<file path="src/shared/dcw3_pkg.sv">
/*
 * dcw3_pkg: constants and carrier types for the third configuration
 * word decoder. assumes nothing beyond a SystemVerilog compiler.
 */
package dcw3_pkg;
    // word bit positions
    localparam int BUS_POWER_BIT  = 31;
    localparam int USB_ID_BIT     = 30;
    localparam int RSVD_HI_MSB    = 29;
    localparam int RSVD_HI_LSB    = 27;
    localparam int CAN_SET_BIT    = 26;
    localparam int ETH_SET_BIT    = 25;
    localparam int MII_EN_BIT     = 24;
    localparam int RSVD_LO_MSB    = 23;
    localparam int RSVD_LO_LSB    = 19;
    localparam int SRS_MSB        = 18;
    localparam int SRS_LSB        = 16;
    localparam int USER_ID_MSB    = 15;
    localparam int USER_ID_LSB    = 0;
    // erased value, also the reset value of the captured word
    localparam logic [31:0] WORD_RESET = 32'hffff_ffff;
    // ahb register map, byte addresses
    localparam logic [7:0] ADDR_WORD   = 8'h00;
    localparam logic [7:0] ADDR_STATUS = 8'h04;
    localparam logic [7:0] ADDR_DECODE = 8'h08;
    localparam int ADDR_W = 8;
    // shadow set code that hands every level except level 0 to a shadow set
    localparam logic [2:0] SRS_ALL_CODE = 3'h0;

    typedef struct packed {
        logic       bus_power_pin_owner_sel;
        logic       usb_id_pin_owner_sel;
        logic       can_pin_set_sel;
        logic       eth_pin_set_sel;
        logic       full_phy_iface_enable;
        logic [2:0] shadow_set_priority_sel;
        logic [7:0] shadow_level_mask;
        logic [15:0] user_identifier;
    } dcw3_sel_t;

    typedef struct packed {
        logic        sel;
        logic [1:0]  trans;
        logic        write;
        logic        ready;
        logic [ADDR_W-1:0] addr;
    } dcw3_ahb_req_t;
endpackage

</file>
<file path="src/hw/dcw3_top.sv">
/*
 * dcw3_top: captures the third configuration word at reset release,
 * drives the static pin and mode selections and serves a read-only
 * ahb-lite view. assumes the non-volatile word is stable on i_nv_word
 * around reset release and one clock domain i_sys_clk.
 */
// Local design decisions: the AHB-Lite slave port and the address map.
`timescale 1ns/1ps
// Behaviour
// - bit 31 high gives the bus power pin to usb, low to port logic
// - bit 30 high gives the usb id pin to usb, low to port logic
// - bit 26 high picks default can pins, low alternate pins
// - bit 25 high picks default ethernet pins, low alternate pins
// - bit 24 high selects full mii, low selects reduced rmii
// - bits 18-16 name the shadow set priority, zero means levels 1 to 7
// - low sixteen bits are a user id readable by programming and jtag
// - absent can or ethernet make their select bits read as one
module dcw3_top #(
    parameter bit HAS_CAN = 1'b1,
    parameter bit HAS_ETH = 1'b1
) (
    input  wire logic                    i_sys_clk,
    input  wire logic                    i_rst_n,
    input  wire logic [31:0]             i_nv_word,
    input  wire logic                    i_hsel,
    input  wire logic [31:0]             i_haddr,
    input  wire logic [1:0]              i_htrans,
    input  wire logic                    i_hwrite,
    input  wire logic [2:0]              i_hsize,
    input  wire logic [31:0]             i_hwdata,
    input  wire logic                    i_hready,
    output logic [31:0]                  o_hrdata,
    output logic                         o_hreadyout,
    output logic                         o_hresp,
    output logic                         o_bus_power_pin_usb,
    output logic                         o_usb_id_pin_usb,
    output logic                         o_can_default_pins,
    output logic                         o_eth_default_pins,
    output logic                         o_eth_mii_mode,
    output logic [2:0]                   o_shadow_set_priority_sel,
    output logic [7:0]                   o_shadow_level_mask,
    output logic [15:0]                  o_user_identifier,
    output logic                         o_rsvd_bits_ok,
    output logic                         o_word_valid
);
    import dcw3_pkg::*;

    typedef enum logic [1:0] {
        DCW3_ST_LOAD = 2'b01,
        DCW3_ST_HOLD = 2'b10
    } dcw3_state_t;

    dcw3_state_t       state_q, state_d;
    logic [31:0]       word_q, word_d;
    logic              rd_pend_q, rd_pend_d;
    logic [ADDR_W-1:0] rd_addr_q, rd_addr_d;
    logic [31:0]       rdata_q, rdata_d;
    dcw3_sel_t         sel_dec;
    dcw3_ahb_req_t     req;
    logic [31:0]       word_view;
    logic              rsvd_ok;

    dcw3_field_dec #(
        .HAS_CAN (HAS_CAN),
        .HAS_ETH (HAS_ETH)
    ) u_dec (
        .i_word (word_q),
        .o_sel  (sel_dec)
    );

    // capture: first clock after release loads once, then frozen
    always_comb begin
        state_d = state_q;
        word_d  = word_q;
        case (state_q)
            DCW3_ST_LOAD: begin
                word_d  = i_nv_word;
                state_d = DCW3_ST_HOLD;
            end
            DCW3_ST_HOLD: begin
                word_d = word_q;
            end
            default: begin
                state_d = DCW3_ST_LOAD;
            end
        endcase
    end

    always_ff @(posedge i_sys_clk or negedge i_rst_n) begin
        if (!i_rst_n) begin
            state_q <= DCW3_ST_LOAD;
            word_q  <= WORD_RESET;
        end else begin
            state_q <= state_d;
            word_q  <= word_d;
        end
    end

    // reserved groups are only checked, a wrong programmer shows here
    assign rsvd_ok = &word_q[RSVD_HI_MSB:RSVD_HI_LSB] &
                     &word_q[RSVD_LO_MSB:RSVD_LO_LSB];

    // word as read back, with absent peripheral bits forced high
    always_comb begin
        word_view = word_q;
        word_view[CAN_SET_BIT] = sel_dec.can_pin_set_sel;
        word_view[ETH_SET_BIT] = sel_dec.eth_pin_set_sel;
        word_view[MII_EN_BIT]  = sel_dec.full_phy_iface_enable;
    end

    // ahb-lite slave, read only; writes are accepted and dropped so
    // software cannot move any selection
    always_comb begin
        req.sel   = i_hsel;
        req.trans = i_htrans;
        req.write = i_hwrite;
        req.ready = i_hready;
        req.addr  = i_haddr[ADDR_W-1:0];
    end

    always_comb begin
        rd_pend_d = 1'b0;
        rd_addr_d = rd_addr_q;
        rdata_d   = rdata_q;
        if (req.sel && req.ready && req.trans[1] && !req.write) begin
            rd_pend_d = 1'b1;
            rd_addr_d = req.addr;
        end
        if (rd_pend_q) begin
            case (rd_addr_q)
                ADDR_WORD:   rdata_d = word_view;
                ADDR_STATUS: rdata_d = {30'h0, rsvd_ok,
                                        state_q == DCW3_ST_HOLD};
                ADDR_DECODE: rdata_d = {8'h0, sel_dec.shadow_level_mask,
                                        sel_dec.user_identifier};
                default:     rdata_d = 32'h0;
            endcase
        end
    end

    always_ff @(posedge i_sys_clk or negedge i_rst_n) begin
        if (!i_rst_n) begin
            rd_pend_q <= 1'b0;
            rd_addr_q <= '0;
            rdata_q   <= 32'h0;
        end else begin
            rd_pend_q <= rd_pend_d;
            rd_addr_q <= rd_addr_d;
            rdata_q   <= rdata_d;
        end
    end

    // one wait state in the read data phase lets hrdata come from a flop
    assign o_hreadyout = ~rd_pend_q;
    assign o_hresp     = 1'b0;
    assign o_hrdata    = rdata_q;

    assign o_bus_power_pin_usb       = sel_dec.bus_power_pin_owner_sel;
    assign o_usb_id_pin_usb          = sel_dec.usb_id_pin_owner_sel;
    assign o_can_default_pins        = sel_dec.can_pin_set_sel;
    assign o_eth_default_pins        = sel_dec.eth_pin_set_sel;
    assign o_eth_mii_mode            = sel_dec.full_phy_iface_enable;
    assign o_shadow_set_priority_sel = sel_dec.shadow_set_priority_sel;
    assign o_shadow_level_mask       = sel_dec.shadow_level_mask;
    assign o_user_identifier         = sel_dec.user_identifier;
    assign o_rsvd_bits_ok            = rsvd_ok;
    assign o_word_valid              = (state_q == DCW3_ST_HOLD);
endmodule // dcw3_top

</file>
<file path="src/hw/dcw3_field_dec.sv">
/*
 * dcw3_field_dec: combinational decode of one raw configuration word
 * into the selection struct. assumes the word is already held stable.
 */
`timescale 1ns/1ps
module dcw3_field_dec #(
    parameter bit HAS_CAN = 1'b1,
    parameter bit HAS_ETH = 1'b1
) (
    input  wire logic [31:0]        i_word,
    output dcw3_pkg::dcw3_sel_t     o_sel
);
    import dcw3_pkg::*;

    logic [2:0] srs;

    always_comb begin
        srs = i_word[SRS_MSB:SRS_LSB];
        o_sel.bus_power_pin_owner_sel = i_word[BUS_POWER_BIT];
        o_sel.usb_id_pin_owner_sel    = i_word[USB_ID_BIT];
        // missing peripherals force their bits high
        o_sel.can_pin_set_sel = HAS_CAN ? i_word[CAN_SET_BIT]
                                        : 1'b1;
        o_sel.eth_pin_set_sel = HAS_ETH ? i_word[ETH_SET_BIT]
                                        : 1'b1;
        o_sel.full_phy_iface_enable = HAS_ETH ? i_word[MII_EN_BIT]
                                              : 1'b1;
        o_sel.shadow_set_priority_sel = srs;
        // bit n set: priority level n uses a shadow set
        if (srs == SRS_ALL_CODE) begin
            o_sel.shadow_level_mask = 8'hfe;
        end else begin
            o_sel.shadow_level_mask = 8'h01 << srs;
        end
        o_sel.user_identifier = i_word[USER_ID_MSB:USER_ID_LSB];
    end
endmodule // dcw3_field_dec

</file>
<file path="config.mk">
export PLATFORM = sky130hd
export DESIGN_NAME = dcw3_top
export DESIGN_NICKNAME = d
export VERILOG_FILES = /design/src/shared/dcw3_pkg.sv /design/src/hw/dcw3_top.sv /design/src/hw/dcw3_field_dec.sv
export SDC_FILE = /design/constraint.sdc
export NUM_CORES = 1
export LEC_CHECK = 0
export ABC_AREA = 1
export BUFFER_PORTS_ARGS = -buffer_cell sky130_fd_sc_hd__clkbuf_2
export CAP_MARGIN = 20
export CELL_PAD_IN_SITES_DETAIL_PLACEMENT = 1
export CELL_PAD_IN_SITES_GLOBAL_PLACEMENT = 1
export CORE_MARGIN = 3
export CORE_UTILIZATION = 34
export DETAILED_ROUTE_END_ITERATION = 8
export HOLD_SLACK_MARGIN = 0.15
export PLACE_DENSITY = 0.83
export SETUP_SLACK_MARGIN = 0.02
export SYNTH_ARGS = -nofsm -noshare
export SYNTH_HDL_FRONTEND = slang
export SYNTH_SLANG_ARGS = --single-unit
</file>
<file path="constraint.sdc">
create_clock -name i_sys_clk -period 3.9 [get_ports i_sys_clk]
set_clock_uncertainty 0.2 [all_clocks]
set_input_delay 0.195 -clock i_sys_clk [delete_from_list [all_inputs] [get_ports i_sys_clk]]
set_output_delay 0.195 -clock i_sys_clk [all_outputs]
set_load 0.01 [all_outputs]
</file>
==> results.toml <==
[cells_and_area]
areaGrowthSynthToFinish_pct = 34.7
area.sequential_um2 = 1920
post-route-util_pct = 48.3
finalNonFillerCells = 675
stdcell_area_um2 = 4590
nNetsFinal = 647
drive_gt1_share_pct = 33.5
diodes = 0
fillCellCount = 1180
multiInputGateArea_um2 = 1160

[min_path]
worst_hold_path.endpoint = "rd_pend_q$_DFF_PN0_"
hold_start = "i_hready"
hp-class = "primary input to register"
min_path_cells = 3

[clocking]
clk_pin_slew_ps = 90
insertion_delay_ps = 340
clock_path_buffers = 2
cts_tree = "yes"
clkSinkCount = 75
post_cts_buffers = 0
cts_inserted_buffers = 9
cts_resized = 0
root_buffer = "clkbuf_8"
htreeDepth = 3

[global_routing]
grt_max_degree = 76
antenna_found_initial = 0
grt_pass1_vias = 3493
track_usage_pct = 20.0
grt-ovfl-total = 0
grt_first_pass_wirelength_um = 17800

[timing]
fmax_ghz = 0.498
setup-tns-final_ps = 0
tightest_slew_ps = 977
rsz0062_at_grt = "no"
fin_ws_ps = 1890
final_hold_viol_count = 0
finalCritPeriodShare_pct = 51.5
setup_violations = 0
min_period_ps = 2010
slew_headroom_pct = 34.8
slew_violations = 0

[route]
ant_nets = 0
vias = 3081
first_pass_iters = 4
viasPerCell = 4.56
routedWlPerCell_um = 16.0
totalWireLength_um = 10800
drt_iter0_drc = 82
drc = 0

[floorplan]
dieArea_um2 = 11300
core-area_um2 = 9500
start_util_pct = 35.9
io_pins = 174
fp-row-count = 35
die_x_um = 106
die-height_um = 106

[synthesis]
avgSynthCellArea_um2 = 8.38
synth_seq_cells = 75
synth_area_um2 = 3410
ys_seq_area_share_pct = 56.3
syn_inst = 407
synth_cell_types = 24
ys_warn_count = 0

[worst_setup_path]
crit_family = "buffers and inverters"
path_max_fanout = 15
crit_chain = "dlygate4sd3_1 > clkbuf_2 > nand4_1 > inv_1 > nand2_1 > nand2_1 > dlygate4sd3_1"
rr_startpoint = "state_q[0]$_DFFE_PN1N_"
crit_slowest_cell = "dlygate4sd3_1"
crit_type = "primary input to register"
reg2reg_depth = 6
crit_path_end_kind = "register"
startpoint_type = "primary input"
path_buf_inv = 4
cp-startpoint = "i_htrans[1]"
critical_path.max_stage_delay_ps = 540
r2r-end = "state_q[1]$_DFFE_PN0N_"
cp.required_ps = 3990
crit_arrival_ps = 2090
reg2reg_slack_ps = 1960

[placement]
numPortBuffers = 111
gp_congestion = 0.782
dp_hpwl_um = 6550
pre_cts_ws_ps = 1950
dp.cells = 615
dpl_cell_area_um2 = 3930

[power_and_ir_drop]
p_leak_nw = 2.47
power.density_nw_per_um2 = 392
ir_drop_v = 0.000216

[run]
drv_cap = 0

[run_status]
status = "completed"
## timing repair
action | CTS | global route
hold endpoints to repair | 83 | 0
hold buffers | 44 | 0
endpoints found under the setup margin | 0 | 0
## worst max-delay path by stage
stage               cells after the start                        to  slack (ps)
global placement                        2               o_hreadyout        2010
CTS                                     3               o_hreadyout        1890
finish                                  7  rd_addr_q[7]$_DFFE_PN0P_        1890
detailed placement                      6    state_q[1]$_DFFE_PN0N_        1950
floorplan                               7  o_hrdata[21]$_DFFE_PN0P_        2430
global route                            7    state_q[1]$_DFFE_PN0N_        1780
## cell type report
cell class	count	share of cell area (%)
sequential	75	41.8
clock buffer	12	3.16
clock inverter	4	1.61
tap	129	3.51
inverter	22	1.85
multi-input combinational	274	25.3
timing repair buffer	159	22.8
## registers in the layout (all words and copies together), names as in the netlist
name       cells
o_hrdata      32
word_q        32
rd_addr_q      8
state_q        2
rd_pend_q      1
## through the flow
stage | total power, W | hold slack (ps)
final | 0.00180 | 220
after global routing | 0.00189 | 270
after CTS | 0.00181 | 153
after detailed placement | 0.00110 | 182
after global placement | 0.00109 | 173
after floorplan | 0.00101 | -301
## per-layer routing
metal | up-vias | track usage (%) | part of all wire [%]
met3 | 19 | 2.98 | 3.2
met1 | 1508 | 23.8 | 41
met4 | 0 | 7.59 | 2.1
met5 | - | 0 | 0
met2 | 73 | 36.2 | 53
li1 | 1481 | - | -
## layout by cell type, fill, tap and decap left out, types with 3 or more instances in the layout
master / n
dlygate4sd3_1: 44
buf_4: 4
inv_1: 19
dfrtp_1: 42
nor2_2: 3
nand2_1: 209
clkbuf_2: 110
nand2_2: 4
nand3_1: 14
clkbuf_8: 10
a21oi_1: 3
dfstp_2: 33
o21ai_0: 14
o21ai_2: 10
nor2_1: 12
## worst min-delay path: cells and delay by family
family        cells  cell delay, ps
buf+inv           2             310
simple gates      1             140
## Yosys cell counts, drive strengths merged
| cell | instances | area, um2 |
|---|---|---|
| clkbuf | 5 | 18.8 |
| a21oi | 3 | 15.0 |
| nand2 | 213 | 810 |
| buf | 32 | 230 |
| dfrtp | 42 | 1050 |
| nand3 | 14 | 70.1 |
| dfstp | 33 | 867 |
| conb | 1 | 3.75 |
| clkinv | 1 | 3.75 |
| o21ai | 24 | 158 |
| inv | 21 | 81.3 |
| nand4 | 1 | 6.26 |
| nor2 | 17 | 95.1 |
## logic make-up (layout without fill, tap and decap cells)
kind of cell,Yosys count,in the layout,share of synthesized area (%)
and+or+nand+nor,245,245,28.8
AOI/OAI and AO/OA,27,27,5.06
DFF,75,75,56.3
other,1,2,0.110
buffers and inverters,59,197,9.80
## report_power, final
group          internal, W  switching [W]
clock network     0.000379       0.000290
logic             0.000108       0.000143
registers         0.000841      0.0000392
total              0.00133       0.000471
No activity file was read; power rests on OpenSTA's default activity.
